`src/hw/vport_rst_defs.vh`:
```
`ifndef VPORT_RST_DEFS_VH
`define VPORT_RST_DEFS_VH

// ****************************************************************
// Register byte offsets
// ****************************************************************
`define OFF_IDENT        12'h000
`define OFF_PERIPH_CTL   12'h004
`define OFF_PIN_FUNC     12'h008
`define OFF_GPIO_DIR     12'h00C
`define OFF_GPIO_IN      12'h010
`define OFF_GPIO_OUT     12'h014
`define OFF_GPIO_LAST    12'h02C
`define OFF_PORT_CTL     12'h100
`define OFF_CAP_A_CTL    12'h200
`define OFF_CAP_B_CTL    12'h300
`define OFF_DISP_CTL     12'h400
`define OFF_STATUS       12'h404

// ****************************************************************
// Field positions
// ****************************************************************
`define PCR_ENABLE       0
`define PORT_SOFT_RST    0
`define PORT_HALT        1
`define PORT_DISP_MODE   2
`define CH_ENABLE        0
`define CH_RESET         1
`define CH_BLOCK         2
`define CH_CFG_LO        3
`define CH_CFG_HI        7

// ****************************************************************
// Reset values
// ****************************************************************
`define PORT_CTL_RST     8'h02
`define CH_CTL_RST       8'h04
`define IDENT_VALUE      32'h0001_0203
`define AXI_OKAY         2'b00
`define AXI_SLVERR       2'b10

// ****************************************************************
// Timing
// ****************************************************************
`define CH_RST_SYNC_CYC  3

`endif

```
`src/hw/video_port_reset_control.v`:
```
// Summary of operation
// - While power-on reset is active, all data, sync and clock pins are high-impedance.
// - Bus reset is synchronous and may be held to keep the port off.
// - Bus reset flushes all FIFO pointers to empty.
// - Bus reset returns all registers to defaults, released on bus clock (aclk) edges.
// - Bus reset clears peripheral enable and sets port halt.
// - With peripheral enable low, all three module clocks are gated off.
// - Disabled or halted, every bus access is still acknowledged.
// - Disabled, only peripheral control, pin-function, GPIO and identification registers are reachable.
// - Disabled or halted, pins stay high-impedance unless assigned to GPIO.
// - Setting enable while halted ungates the module clocks.
// - Enabled and halted, all registers reachable; port control writable until unhalted.
// - Software reset bit does a bus reset except peripheral enable, pin-function and GPIO registers.
// - Software reset resets port logic and channel controls at once, with no channel input clock edges.
// - Software reset bit self-clears and sets port halt.
// - Unhalted, only software reset may be set; display mode drives clock pin.
// - Sync pins stay high-impedance after unhalt unless assigned to GPIO.
// - During channel reset no DMA events; reads acknowledged with any value.
// - Channel reset restores capture registers, flushes FIFO, clears capture enable.
// - Channel reset bit self-clears only after the reset actions complete.
// - Capture enabled starts counters and locks all but enable, reset, block.
// - No DMA events until block cleared while enabled; capture counting ignores block.
// - Display reset: no events, writes acknowledged, defaults, flush, self-clear.
`timescale 1ns/1ps
`include "vport_rst_defs.vh"

module video_port_reset_control #(
	parameter NPINS = 24,
	parameter CNT_W = 16
) (
	input  wire              aclk,
	input  wire              aresetn,
	input  wire              por_n,
	input  wire              channel_input_clock_a,
	input  wire              channel_input_clock_b,
	input  wire              channel_input_clock_d,
	input  wire [11:0]       s_axi_awaddr,
	input  wire              s_axi_awvalid,
	output reg               s_axi_awready,
	input  wire [31:0]       s_axi_wdata,
	input  wire [3:0]        s_axi_wstrb,
	input  wire              s_axi_wvalid,
	output reg               s_axi_wready,
	output reg  [1:0]        s_axi_bresp,
	output reg               s_axi_bvalid,
	input  wire              s_axi_bready,
	input  wire [11:0]       s_axi_araddr,
	input  wire              s_axi_arvalid,
	output reg               s_axi_arready,
	output reg  [31:0]       s_axi_rdata,
	output reg  [1:0]        s_axi_rresp,
	output reg               s_axi_rvalid,
	input  wire              s_axi_rready,
	input  wire [NPINS-1:0]  pin_in,
	output reg  [NPINS-1:0]  pin_out,
	output reg  [NPINS-1:0]  pin_oe_n,
	output reg               module_clk_en,
	output reg               fifo_flush,
	output reg  [1:0]        cap_fifo_flush,
	output reg               disp_fifo_flush,
	output reg  [1:0]        cap_counting,
	output reg  [1:0]        cap_dma_allow,
	output reg               disp_dma_allow
);

	// ****************************************************************
	// Pin map: [19:0] video_data_pins, [22:20] sync pins, [23] clock out
	// ****************************************************************
	localparam SYNC_LO = 20;
	localparam CLKO    = 23;

	reg [NPINS-1:0] pin_func_reg;
	reg [NPINS-1:0] gpio_dir_reg;
	reg [NPINS-1:0] gpio_out_reg;
	reg             periph_enable_reg;
	reg [7:0]       port_control_reg;
	reg [7:0]       chan_ctl_reg [0:2];
	reg             soft_rst_reg;
	reg             aw_hold_reg;
	reg             w_hold_reg;
	reg [11:0]      awaddr_reg;
	reg [31:0]      wdata_reg;
	reg [3:0]       wstrb_reg;
	reg [CNT_W-1:0] cap_cnt_reg [0:1];

	wire bus_rst   = ~aresetn;
	wire port_rst  = bus_rst | soft_rst_reg;
	wire halted    = port_control_reg[`PORT_HALT];
	wire active    = periph_enable_reg & ~halted;

	// ****************************************************************
	// Register access window
	// ****************************************************************
	function gpio_space;
		input [11:0] a;
		begin
			gpio_space = (a <= `OFF_GPIO_LAST);
		end
	endfunction

	function known_addr;
		input [11:0] a;
		begin
			known_addr = gpio_space(a) | (a == `OFF_PORT_CTL) | (a == `OFF_CAP_A_CTL)
				| (a == `OFF_CAP_B_CTL) | (a == `OFF_DISP_CTL) | (a == `OFF_STATUS);
		end
	endfunction

	// Disabled: only peripheral control, pin-function, GPIO and ident are reachable
	function reachable;
		input [11:0] a;
		begin
			reachable = known_addr(a) & (periph_enable_reg | gpio_space(a));
		end
	endfunction

	// ****************************************************************
	// Channel reset completion: needs edges of the channel input clock
	// ****************************************************************
	wire [2:0] ch_rst_req;
	wire [2:0] ch_rst_ack;
	wire [2:0] ch_clk;
	assign ch_clk = {channel_input_clock_d, channel_input_clock_b, channel_input_clock_a};

	genvar gi;
	generate
		for (gi = 0; gi < 3; gi = gi + 1)
		begin : g_ch
			assign ch_rst_req[gi] = chan_ctl_reg[gi][`CH_RESET];
			reg [`CH_RST_SYNC_CYC-1:0] edge_cnt_reg;
			reg [1:0]                  clk_sync_reg;
			reg                        clk_seen_reg;
			// Channel clock is sampled as an ordinary input; each rise counts while module_clk_en is high
			always @(posedge aclk)
			begin
				if (port_rst | ~ch_rst_req[gi])
				begin
					clk_sync_reg <= 2'b00;
					clk_seen_reg <= 1'b0;
					edge_cnt_reg <= {`CH_RST_SYNC_CYC{1'b0}};
				end
				else
				begin
					clk_sync_reg <= {clk_sync_reg[0], ch_clk[gi]};
					clk_seen_reg <= clk_sync_reg[1];
					if (clk_sync_reg[1] & ~clk_seen_reg & module_clk_en)
						edge_cnt_reg <= {edge_cnt_reg[`CH_RST_SYNC_CYC-2:0], 1'b1};
				end
			end
			assign ch_rst_ack[gi] = edge_cnt_reg[`CH_RST_SYNC_CYC-1];
		end
	endgenerate

	// ****************************************************************
	// Write path
	// ****************************************************************
	wire        wr_fire  = aw_hold_reg & w_hold_reg & ~s_axi_bvalid;
	wire        wr_ok    = reachable(awaddr_reg);
	wire [7:0]  wbyte    = wstrb_reg[0] ? wdata_reg[7:0] : 8'h00;
	integer     k;
	integer     j;

	always @(posedge aclk)
	begin
		if (bus_rst)
		begin
			s_axi_awready <= 1'b0;
			s_axi_wready  <= 1'b0;
			s_axi_bvalid  <= 1'b0;
			s_axi_bresp   <= `AXI_OKAY;
			aw_hold_reg   <= 1'b0;
			w_hold_reg    <= 1'b0;
			awaddr_reg    <= 12'h000;
			wdata_reg     <= 32'h0000_0000;
			wstrb_reg     <= 4'h0;
		end
		else
		begin
			// Writes are always answered so a DMA master never stalls
			s_axi_awready <= ~aw_hold_reg & ~s_axi_awready & s_axi_awvalid;
			s_axi_wready  <= ~w_hold_reg & ~s_axi_wready & s_axi_wvalid;
			if (s_axi_awvalid & s_axi_awready)
			begin
				aw_hold_reg <= 1'b1;
				awaddr_reg  <= s_axi_awaddr;
			end
			if (s_axi_wvalid & s_axi_wready)
			begin
				w_hold_reg <= 1'b1;
				wdata_reg  <= s_axi_wdata;
				wstrb_reg  <= s_axi_wstrb;
			end
			if (wr_fire)
			begin
				s_axi_bvalid <= 1'b1;
				s_axi_bresp  <= known_addr(awaddr_reg) ? `AXI_OKAY : `AXI_SLVERR;
				aw_hold_reg  <= 1'b0;
				w_hold_reg   <= 1'b0;
			end
			else if (s_axi_bvalid & s_axi_bready)
				s_axi_bvalid <= 1'b0;
		end
	end

	// ****************************************************************
	// Peripheral enable and pin registers (bus reset only)
	// ****************************************************************
	always @(posedge aclk)
	begin
		if (bus_rst)
		begin
			periph_enable_reg <= 1'b0;
			pin_func_reg      <= {NPINS{1'b0}};
			gpio_dir_reg      <= {NPINS{1'b0}};
			gpio_out_reg      <= {NPINS{1'b0}};
		end
		else if (wr_fire & wr_ok)
		begin
			case (awaddr_reg)
				`OFF_PERIPH_CTL: periph_enable_reg <= wdata_reg[`PCR_ENABLE];
				`OFF_PIN_FUNC:   pin_func_reg <= wdata_reg[NPINS-1:0];
				`OFF_GPIO_DIR:   gpio_dir_reg <= wdata_reg[NPINS-1:0];
				`OFF_GPIO_OUT:   gpio_out_reg <= wdata_reg[NPINS-1:0];
				default:         gpio_out_reg <= gpio_out_reg;
			endcase
		end
	end

	// ****************************************************************
	// Port control: software reset, halt lock
	// ****************************************************************
	always @(posedge aclk)
	begin
		if (port_rst)
		begin
			// Soft reset sets halt and clears itself here
			port_control_reg <= `PORT_CTL_RST;
			soft_rst_reg     <= 1'b0;
		end
		else if (wr_fire & wr_ok & (awaddr_reg == `OFF_PORT_CTL) & wstrb_reg[0])
		begin
			if (wbyte[`PORT_SOFT_RST])
				soft_rst_reg <= 1'b1;
			else if (halted)
				port_control_reg <= wbyte & ~8'h01;
		end
	end

	// ****************************************************************
	// Channel controls: [0],[1] capture, [2] display
	// ****************************************************************
	always @(posedge aclk)
	begin
		if (port_rst)
		begin
			for (k = 0; k < 3; k = k + 1)
				chan_ctl_reg[k] <= `CH_CTL_RST;
		end
		else
		begin
			for (k = 0; k < 3; k = k + 1)
			begin
				if (ch_rst_req[k] & ch_rst_ack[k])
					chan_ctl_reg[k] <= `CH_CTL_RST;
				else if (wr_fire & wr_ok & wstrb_reg[0] & ~ch_rst_req[k]
					& (awaddr_reg == (k == 0 ? `OFF_CAP_A_CTL :
						k == 1 ? `OFF_CAP_B_CTL : `OFF_DISP_CTL)))
				begin
					// Once enabled only enable, reset and block stay writable
					if (chan_ctl_reg[k][`CH_ENABLE])
						chan_ctl_reg[k][2:0] <= wbyte[2:0];
					else
						chan_ctl_reg[k] <= wbyte;
				end
			end
		end
	end

	// ****************************************************************
	// Read path
	// ****************************************************************
	reg [31:0] rd_val;
	always @*
	begin
		rd_val = 32'h0000_0000;
		case (s_axi_araddr)
			`OFF_IDENT:      rd_val = `IDENT_VALUE; // Arbitrary identification value
			`OFF_PERIPH_CTL: rd_val[0] = periph_enable_reg;
			`OFF_PIN_FUNC:   rd_val[NPINS-1:0] = pin_func_reg;
			`OFF_GPIO_DIR:   rd_val[NPINS-1:0] = gpio_dir_reg;
			`OFF_GPIO_IN:    rd_val[NPINS-1:0] = pin_in;
			`OFF_GPIO_OUT:   rd_val[NPINS-1:0] = gpio_out_reg;
			`OFF_PORT_CTL:   rd_val[7:0] = port_control_reg;
			`OFF_CAP_A_CTL:  rd_val[7:0] = chan_ctl_reg[0];
			`OFF_CAP_B_CTL:  rd_val[7:0] = chan_ctl_reg[1];
			`OFF_DISP_CTL:   rd_val[7:0] = chan_ctl_reg[2];
			`OFF_STATUS:     rd_val[3:0] = {active, module_clk_en, halted, periph_enable_reg};
			default:         rd_val = 32'h0000_0000;
		endcase
		if (~reachable(s_axi_araddr))
			rd_val = 32'h0000_0000;
	end

	always @(posedge aclk)
	begin
		if (bus_rst)
		begin
			s_axi_arready <= 1'b0;
			s_axi_rvalid  <= 1'b0;
			s_axi_rdata   <= 32'h0000_0000;
			s_axi_rresp   <= `AXI_OKAY;
		end
		else
		begin
			s_axi_arready <= ~s_axi_arready & ~s_axi_rvalid & s_axi_arvalid;
			// Reads are answered in every state, including channel reset
			if (s_axi_arvalid & s_axi_arready)
			begin
				s_axi_rvalid <= 1'b1;
				s_axi_rdata  <= rd_val;
				s_axi_rresp  <= known_addr(s_axi_araddr) ? `AXI_OKAY : `AXI_SLVERR;
			end
			else if (s_axi_rvalid & s_axi_rready)
				s_axi_rvalid <= 1'b0;
		end
	end

	// ****************************************************************
	// Pins, clock gating, FIFO flush, capture control
	// ****************************************************************
	// Sync pin direction belongs to the channel logic, so they stay off here
	wire [NPINS-1:0] drv_next;
	assign drv_next = (pin_func_reg & gpio_dir_reg)
		| ({NPINS{active & chan_ctl_reg[2][`CH_ENABLE]}} & ~pin_func_reg
			& {{(NPINS-SYNC_LO){1'b0}}, {SYNC_LO{1'b1}}})
		| ({NPINS{active & port_control_reg[`PORT_DISP_MODE]}} & ~pin_func_reg
			& ({{(NPINS-1){1'b0}}, 1'b1} << CLKO));

	always @(posedge aclk)
	begin
		if (port_rst)
		begin
			pin_out         <= {NPINS{1'b0}};
			fifo_flush      <= 1'b1;
			cap_fifo_flush  <= 2'b11;
			disp_fifo_flush <= 1'b1;
			cap_counting    <= 2'b00;
			cap_dma_allow   <= 2'b00;
			disp_dma_allow  <= 1'b0;
			module_clk_en   <= bus_rst ? 1'b0 : periph_enable_reg;
			cap_cnt_reg[0]  <= {CNT_W{1'b0}};
			cap_cnt_reg[1]  <= {CNT_W{1'b0}};
		end
		else
		begin
			pin_out         <= gpio_out_reg;
			fifo_flush      <= 1'b0;
			module_clk_en   <= periph_enable_reg;
			cap_fifo_flush  <= {ch_rst_req[1], ch_rst_req[0]};
			disp_fifo_flush <= ch_rst_req[2];
			for (j = 0; j < 2; j = j + 1)
			begin
				cap_counting[j]  <= active & chan_ctl_reg[j][`CH_ENABLE] & ~ch_rst_req[j];
				cap_dma_allow[j] <= active & chan_ctl_reg[j][`CH_ENABLE]
					& ~chan_ctl_reg[j][`CH_BLOCK] & ~ch_rst_req[j];
				if (cap_counting[j] & module_clk_en)
					cap_cnt_reg[j] <= cap_cnt_reg[j] + {{(CNT_W-1){1'b0}}, 1'b1};
				else if (ch_rst_req[j])
					cap_cnt_reg[j] <= {CNT_W{1'b0}};
			end
			disp_dma_allow  <= active & chan_ctl_reg[2][`CH_ENABLE]
				& ~chan_ctl_reg[2][`CH_BLOCK] & ~ch_rst_req[2];
		end
	end

	// ****************************************************************
	// Power-on reset: pins released only after the flops take over
	// ****************************************************************
	// Asynchronous so the pins float even before the bus clock runs
	always @(posedge aclk or negedge por_n)
	begin
		if (~por_n)
			pin_oe_n <= {NPINS{1'b1}};
		else if (port_rst)
			pin_oe_n <= {NPINS{1'b1}};
		else
			pin_oe_n <= ~drv_next;
	end

endmodule // video_port_reset_control

```
`config.mk`:
```
export PLATFORM = sky130hd
export DESIGN_NAME = video_port_reset_control
export DESIGN_NICKNAME = d
export VERILOG_FILES = /design/src/hw/video_port_reset_control.v
export VERILOG_INCLUDE_DIRS = /design/src /design/src/hw
export SDC_FILE = /design/constraint.sdc
export NUM_CORES = 1
export LEC_CHECK = 0
export ABC_AREA = 1
export BUFFER_PORTS_ARGS = -buffer_cell sky130_fd_sc_hd__buf_2
export CELL_PAD_IN_SITES_DETAIL_PLACEMENT = 1
export CELL_PAD_IN_SITES_GLOBAL_PLACEMENT = 1
export CORE_MARGIN = 2
export CORE_UTILIZATION = 30
export DETAILED_ROUTE_END_ITERATION = 7
export HOLD_SLACK_MARGIN = 0.12
export PLACE_DENSITY_LB_ADDON = 0.1
export SLEW_MARGIN = 10
export SYNTH_ARGS = -nofsm -noshare
export SYNTH_HDL_FRONTEND = slang
export SYNTH_SLANG_ARGS = --single-unit
```
`constraint.sdc`:
```
create_clock -name aclk -period 3.1 [get_ports aclk]
set_input_delay 0.93 -clock aclk [delete_from_list [all_inputs] [get_ports aclk]]
set_output_delay 0.93 -clock aclk [all_outputs]
set_load 0.01 [all_outputs]
```
# == After elaboration in Yosys (flattened, before gate mapping) ==
# Memory sizes are Yosys's and may differ from the RTL's.
# Cells that the tools add are included.
# Widths: inputs -> output; s select.
# word_totals
ff_bits,237
latch_bits,0
ramBits,24
romBits,0
elab_cells,242
memories,1
# classes
add_sub_neg,0
multipliers,0
div,0
order_cmp,2
eq_ne,19
shift,0
muxes,69
bitwise,101
reduce_logical,12
# mem_list
name,words,word_bits,rd,rd_clocked_by_memory_dff,wr,line,text
chan_ctl_reg,3,8,3,0,3,video_port_reset_control.v:77,reg [7:0] chan_ctl_reg [0:2];
# op_table
op,n
$pmux 16 s5,1
$and 24x24->24,2
$eq 12x10->1 const B,4
$eq 12x11->1 const B,4
$eq 12x4->1 const B,4
$mux 24,2
$not 24->24,2
$and 1x1->1,47
$mux 1,47
$eq 12x5->1 const B,3
$mux 8,4
$pmux 4 s8,1
$pmux 3 s10,1
$or 1x1->1,28
$eq 12x3->1 const B,2
$eq 12x9->1 const B,2
$le 12x6->1 const B,2
$or 24x20->24,1
$or 24x24->24,1
$and 20x20->20,1
$not 1->1,19
$mux 3,6
$mux 5,3
$logic_not 12->1,1
other kinds (6),15

# == Depth between registers and ports, before layout ==
# Gate-level depths: netlist of run 1.
# logic_depth
depth_word,17
depth_mapped,13
depth_no_buf,13

# == Least setup slack after synthesis of run 1 ==
# OpenSTA, ideal clock, no wires.
# synth_timing
kind,input to register
from,in aresetn
to,mem chan_ctl_reg[1][3] (enable)
arrival_ns,2.109
required_ns,2.781
setup_slack_ns,0.673
cell_stages,9
path_cell_list,inv_2 > nor2_2 > buf_4 > nand2_2 > nor2_1 > nand4_1 > or2_1 > clkbuf_1 > nand3_1
# synth_rtl
item,line,text
start: declaration,video_port_reset_control.v:32,"input wire aresetn,"
end: declaration,video_port_reset_control.v:77,

# == Final worst setup path of run 1 ==
# layout_timing
from,in s_axi_araddr[7]
to,reg s_axi_rdata[2]
# layout_via
elab_chain_len,8
elab_cells_between_ends,20
classes_between,1 x order compare; 9 x eq/ne; 2 x mux; 7 x bitwise; 1 x reduce/logical
# layout_rtl
item,line,text
start: declaration,video_port_reset_control.v:47,"input wire [11:0] s_axi_araddr,"
$le 12x6->1 (no line) / $eq 12x9->1 (equally long branches),n/a,
$or 1x1->1 (5 in series),video_port_reset_control.v:104,known_addr = gpio_space(a) | (a == `OFF_PORT_CTL) | (a == `OFF_CAP_A_CTL)
$and 1x1->1,video_port_reset_control.v:113,reachable = known_addr(a) & (periph_enable_reg | gpio_space(a));
$mux 24 *,video_port_reset_control.v:300,if (~reachable(s_axi_araddr))
end signal: assignment,video_port_reset_control.v:320,s_axi_rdata <= rd_val;
end: declaration,video_port_reset_control.v:50,"output reg [31:0] s_axi_rdata,"
# Every way passes the cells marked *; elsewhere a longest branch is shown, timed or not.
# A chain may end at the register's enable or synchronous reset.

==> flow_metrics.env, run 1 <==
export IMPL_reg2reg_depth=12
export IMPL_crit_type="input port to flip-flop"
export IMPL_drtPass1Iterations=4
export IMPL_fin_crit_ns=2.403
export IMPL_cts_tree="done"
export IMPL_hp_class="flip-flop to flip-flop"
export IMPL_wl_mm=32.81
export IMPL_grt_max_degree=121
export IMPL_hold_viol=0
export IMPL_cts_buffers=29
export IMPL_syn2layout_area_growth_pct=22.03
export IMPL_ys_seq_elements=251
export IMPL_yosys_warnings=0
export IMPL_die_area_sq_mm=0.03528
export IMPL_port_buffers=172
export IMPL_hold_end="pin_oe_n[22]"
export IMPL_via_count=8809
export IMPL_async_flop_share_pct=9.562
export IMPL_timing_fmax_ghz=0.4161
export IMPL_drive_above_1_share_pct=21.62
export IMPL_grt_overflow=0
export IMPL_cp_end_kind="flip-flop"
export IMPL_fin_area_sq_mm=0.01237
export IMPL_dpl_cell_area_sq_mm=0.01146
export IMPL_rows=67
export IMPL_maxCapViolCount=0
export IMPL_grt_pass1_vias=8896
export IMPL_drc_errors=0
export IMPL_antenna_found_initial=5
export IMPL_critPathLaunchType="input port"
export IMPL_syn_area_sq_mm=0.01014
export IMPL_synth_cells=1259
export IMPL_synth_commonest_cells="dfxtp_1, o21ai_0, inv_1, a21oi_1, nor2_1"
export IMPL_timing_final_crit_share_pct=77.52
export IMPL_htree_num_levels=1
export IMPL_synth_most_common_cell="dfxtp_1"
export IMPL_gp_congestion=0.7941
export IMPL_grt_setup_unrepaired="no"
export IMPL_clockBufferDepth=3
export IMPL_ys_types=37
export IMPL_ir_drop_mv=0.3865
export IMPL_critPathLaunch="s_axi_araddr[7]"
export IMPL_crit_fanout=9
export IMPL_place_inst=1843
export IMPL_initial_core_util_pct=30.38
export IMPL_holdBufCountCts=0
export IMPL_worst_pin_slew_ns=1.123
export IMPL_cts_resized=0
export IMPL_setup_tns_final_ns=0
export IMPL_report_final_slew_viol_count=0
export IMPL_synthFlopType="dfxtp_1"
export IMPL_slew_headroom_pct=25.14
export IMPL_ios=194
export IMPL_grt_first_pass_wirelength_mm=51.41
export IMPL_post_dp_hpwl_mm=22.91
export IMPL_worstReg2RegEnd="gpio_dir_reg[6]"
export IMPL_hold_start="pin_func_reg[22]"
export IMPL_synth_top_area_share_pct=40.09
export IMPL_fp_coreArea_sq_mm=0.03336
export IMPL_required_ns=3.57
export IMPL_p_leak_uw=0.004948
export IMPL_grt_usage_pct=18.58
export IMPL_synth_area_leaders="dfxtp_1, o21ai_0, a21oi_1"
export IMPL_synth_top_cell_by_area="dfxtp_1"
export IMPL_cts_root_buffer="clkbuf_16"
export IMPL_ys_seq_area_share_pct=53.42
export IMPL_via_per_inst=4.644
export IMPL_ant_nets=0
export IMPL_synth_edf_count=24
export IMPL_die_x_um=187.8
export IMPL_fp_dieH_um=187.8
export IMPL_p_per_area_mw_per_mm2=565.2
export IMPL_worstReg2RegStart="awaddr_reg[1]"
export IMPL_hold_depth=1
export IMPL_avgSynthCellArea_sq_um=8.052
export IMPL_clock_sinks=251
export IMPL_clock_skew_ns=0.006881
export IMPL_power_uw=6992
export IMPL_clkLatencyLatePin_ns=0.54
export IMPL_setup_viol=0
export IMPL_worst_ep_arrival_time_ns=2.88
export IMPL_outcome="finished, final reports clean"
export IMPL_drt_iter0_markers=388
export IMPL_wl_per_cell_um=17.30
export IMPL_clkTransAtPathRegs_ns=0.06
export IMPL_post_cts_setup_buffer_count=0
export IMPL_final_cells=1897
export IMPL_final_nets=1521
export IMPL_r2r_slack_ns=0.74
how the worst max path moves through the flow:
stage,endpoint,slack (ns),cells past startpoint
after floorplan,chan_ctl_reg[1][3],0.67,9
after global placement,chan_ctl_reg[2][6],0.22,8
after detailed placement,chan_ctl_reg[2][6],0.15,8
after CTS,gpio_dir_reg[6],0.70,12
after global routing,gpio_dir_reg[2],0.50,10
final,s_axi_rdata[2],0.70,12
placed cells by master, fill, tap and decap left out, types with 3 or more instances in the layout:
master	count
dfxtp_1	203
buf_2	171
o21ai_0	166
inv_1	161
a21oi_1	151
nor2_1	149
nand2_1	125
nand3_1	57
o22ai_1	38
clkbuf_16	31
buf_4	25
edfxtp_1	24
dfstp_2	24
nor3_1	17
nor2_2	14
clkbuf_1	14
inv_2	11
conb_1	10
nand2_2	7
nand4_1	6
o21ai_1	5
nor3_2	4
nand3_2	4
clkbuf_8	4
clkinv_2	3
buf_12	3
routing by layer:
layer / GRT usage, % / share of wire (%) / wire length, um / up-vias
li1: - / - / - / 4442
met1: 26.08 / 49 / 16050 / 4139
met2: 29.59 / 44 / 14460 / 172
met3: 3.257 / 5.0 / 1657 / 50
met4: 4.664 / 1.8 / 596 / 6
met5: 0 / 0.13 / 44 / -
final cells by class:
type / count / area, sq um
timing repair buffer: 199 / 1104
sequential: 251 / 5415
clock inverter: 4 / 23.77
fill: 4118 / 20990
multi-input combinational: 772 / 3732
inverter: 173 / 649.4
antenna: 1 / 2.502
tap: 448 / 560.5
clock buffer: 49 / 883.3
metrics by stage:
step | utilization (%) | hold WS (ns) | setup WS (ns)
global route | 37.08 | 0.4145 | 0.4952
floorplan | - | 0.3829 | 0.6727
CTS | 37.07 | 0.4074 | 0.7050
detailed placement | 34.35 | 0.4009 | 0.1543
finish | 37.08 | 0.4026 | 0.6967
global placement | 34.35 | 0.3916 | 0.2239
logic make-up after synthesis:
family | synth area share (%)
simple gates | 17.67
buf+inv | 10.15
flops | 53.42
compound gates | 18.72
other cells | 0.03699
power by group:
group | switching [uW] | total, uW | internal (uW)
logic | 245 | 362 | 117
registers | 36.6 | 3360 | 3320
clock network | 1340 | 3270 | 1920
worst max-delay path: stages:
cell	delay (ns)
buf_2	0.09
nor2_1	0.32
nand2_1	0.18
nor2_2	0.16
nand2_1	0.12
inv_2	0.17
nand2_2	0.16
nand2_1	0.12
o21ai_1	0.07
nand2_1	0.27
nand3_1	0.14
a21oi_1	0.14
(Power assumes the default switching activity.)
==> run 2: changes to the inputs <==
==> constraint.sdc (replaced) <==
create_clock -name aclk -period 2 [get_ports aclk]
set_input_delay 0.6 -clock aclk [delete_from_list [all_inputs] [get_ports aclk]]
set_output_delay 0.6 -clock aclk [all_outputs]
set_load 0.01 [all_outputs]
==> flow_metrics.env, run 2 (synthesis gave the netlist of run 1 again) <==
export IMPL_clock_skew_ns=0.02177
export IMPL_fp_dieH_um=187.8
export IMPL_required_ns=2.26
export IMPL_ir_drop_mv=0.5804
export IMPL_outcome="finished, final reports clean"
export IMPL_antenna_found_initial=4
export IMPL_critPathLaunchType="flip-flop"
export IMPL_cts_root_buffer="clkbuf_16"
export IMPL_via_per_inst=4.613
export IMPL_post_dp_hpwl_mm=23.50
export IMPL_cts_tree="done"
export IMPL_top_layer="met5"
export IMPL_fp_coreArea_sq_mm=0.03336
export IMPL_die_area_sq_mm=0.03528
export IMPL_clock_sinks=251
export IMPL_worst_ep_arrival_time_ns=2.23
export IMPL_via_count=9078
export IMPL_htree_num_levels=1
export IMPL_dr_wl_met2_mm=14.81
export IMPL_ant_nets=0
export IMPL_combPwrFrac_pct=5.7
export IMPL_crit_fanout=5
export IMPL_power_switching_uw=2654
export IMPL_grt_overflow=0
export IMPL_p_seq_share_pct=46.4
export IMPL_fin_area_sq_mm=0.01321
export IMPL_drive_above_1_share_pct=28.00
export IMPL_crit_type="flip-flop to flip-flop"
export IMPL_worstReg2RegStart="awaddr_reg[11]"
export IMPL_setup_viol=0
export IMPL_grt_max_degree=63
export IMPL_hold_viol=0
export IMPL_grt_usage_pct=18.46
export IMPL_worst_pin_slew_ns=0.5704
export IMPL_maxCapViolCount=0
export IMPL_hp_class="input port to flip-flop"
export IMPL_power_uw=11240
export IMPL_hold_start="s_axi_bready"
export IMPL_rows=67
export IMPL_cp_end_kind="flip-flop"
export IMPL_final_nets=1589
export IMPL_m1WireLength_mm=16.26
export IMPL_slew_headroom_pct=61.98
export IMPL_ios=194
export IMPL_layout_commonest_cell="dfxtp_1"
export IMPL_syn2layout_area_growth_pct=30.35
export IMPL_wl_mm=33.03
export IMPL_report_final_slew_viol_count=0
export IMPL_dpl_cell_area_sq_mm=0.01202
export IMPL_clockBufferDepth=3
export IMPL_initial_core_util_pct=30.38
export IMPL_gp_congestion=0.7704
export IMPL_p_int_uw=8588
export IMPL_port_buffers=172
export IMPL_timing_final_crit_share_pct=98.40
export IMPL_grt_pass1_vias=9020
export IMPL_clkLatencyLatePin_ns=0.56
export IMPL_grt_setup_unrepaired="yes"
export IMPL_fin_crit_ns=1.968
export IMPL_cts_buffers=30
export IMPL_p_clk_share_pct=47.9
export IMPL_clkTransAtPathRegs_ns=0.06
export IMPL_drtPass1Iterations=4
export IMPL_drc_errors=0
export IMPL_layout_common_cells="dfxtp_1, buf_2, o21ai_0"
export IMPL_p_leak_uw=0.005373
export IMPL_route_met3_wl_mm=1.420
export IMPL_wl_per_cell_um=16.78
export IMPL_timing_fmax_ghz=0.5081
export IMPL_grt_first_pass_wirelength_mm=51.27
export IMPL_drt_iter0_markers=334
export IMPL_p_per_area_mw_per_mm2=850.8
export IMPL_critPathLaunch="awaddr_reg[11]"
export IMPL_p_sw_share_pct=23.60
export IMPL_die_x_um=187.8
[run 2: final timing paths]
check	endpoint	depth (start not counted)	slack, ns
max	chan_ctl_reg[0][7]	8	0.03
min	s_axi_bvalid	2	0.25
max reg2reg	chan_ctl_reg[0][7]	8	0.03
min reg2reg	pin_oe_n[19]	1	0.40
max in group asynchronous	pin_oe_n[0]	2	1.60
min in group asynchronous	pin_oe_n[5]	2	0.33
[run 2: worst max-delay path, stage by stage (launching register included)]
cell      delay [ns]
dfxtp_2         0.33
nor2_4          0.12
nand3_4         0.08
nor2_2          0.12
nand2_2         0.10
a21oi_4         0.22
nand4_1         0.24
o211ai_1        0.27
buf_4           0.19
[run 2: power groups by stage]
| stage | sequential, uW | clock, uW | combinational, uW |
|---|---|---|---|
| 2_1_floorplan | 5300 | 0 | 341 |
| 3_3_place_gp | 5310 | 0 | 614 |
| 3_5_place_dp | 5320 | 0 | 623 |
| 4_1_cts | 5210 | 5520 | 627 |
| 5_1_grt | 5220 | 5750 | 722 |
| 6_report | 5210 | 5380 | 645 |
[run 2: area by class of cell]
cell class / count / area [sq um]
Multi-Input combinational cell: 773 / 3885
Sequential cell: 251 / 5430
Antenna cell: 2 / 5.005
Inverter: 173 / 651.9
Fill cell: 4093 / 20150
Clock inverter: 11 / 95.09
Clock buffer: 45 / 888.4
Tap cell: 448 / 560.5
Timing Repair Buffer: 265 / 1698
[run 2: layer usage]
layer | global-route usage, % | up-vias
met5 | 0 | -
met4 | 3.846 | 4
met3 | 3.331 | 42
met2 | 29.93 | 161
met1 | 25.70 | 4283
li1 | - | 4588
[run 2: repair_timing]
action / in CTS / in global routing
hold buffers: 0 / 0
buffers inserted: 0 / 6
gates cloned: 0 / 1
gates resized for setup: 2 / 51
endpoints found under the hold margin: 0 / 0
pin swaps: 1 / 17
setup endpoints to repair: 7 / 99
[run 2: through the flow]
step / std cells / hold WS, ns / setup TNS, ns / utilization (%) / setup slack, ns
2_1_floorplan: 1268 / 0.3829 / 0 / - / 0.008024
3_3_place_gp: 1904 / 0.3912 / -14.76 / 36.04 / -0.3273
3_5_place_dp: 1904 / 0.3989 / -16.98 / 36.04 / -0.3825
4_1_cts: 1960 / 0.2375 / 0 / 39.01 / 0.008620
5_1_grt: 1967 / 0.2571 / -1.152 / 39.60 / -0.09305
6_report: 1968 / 0.2535 / 0 / 39.60 / 0.03198
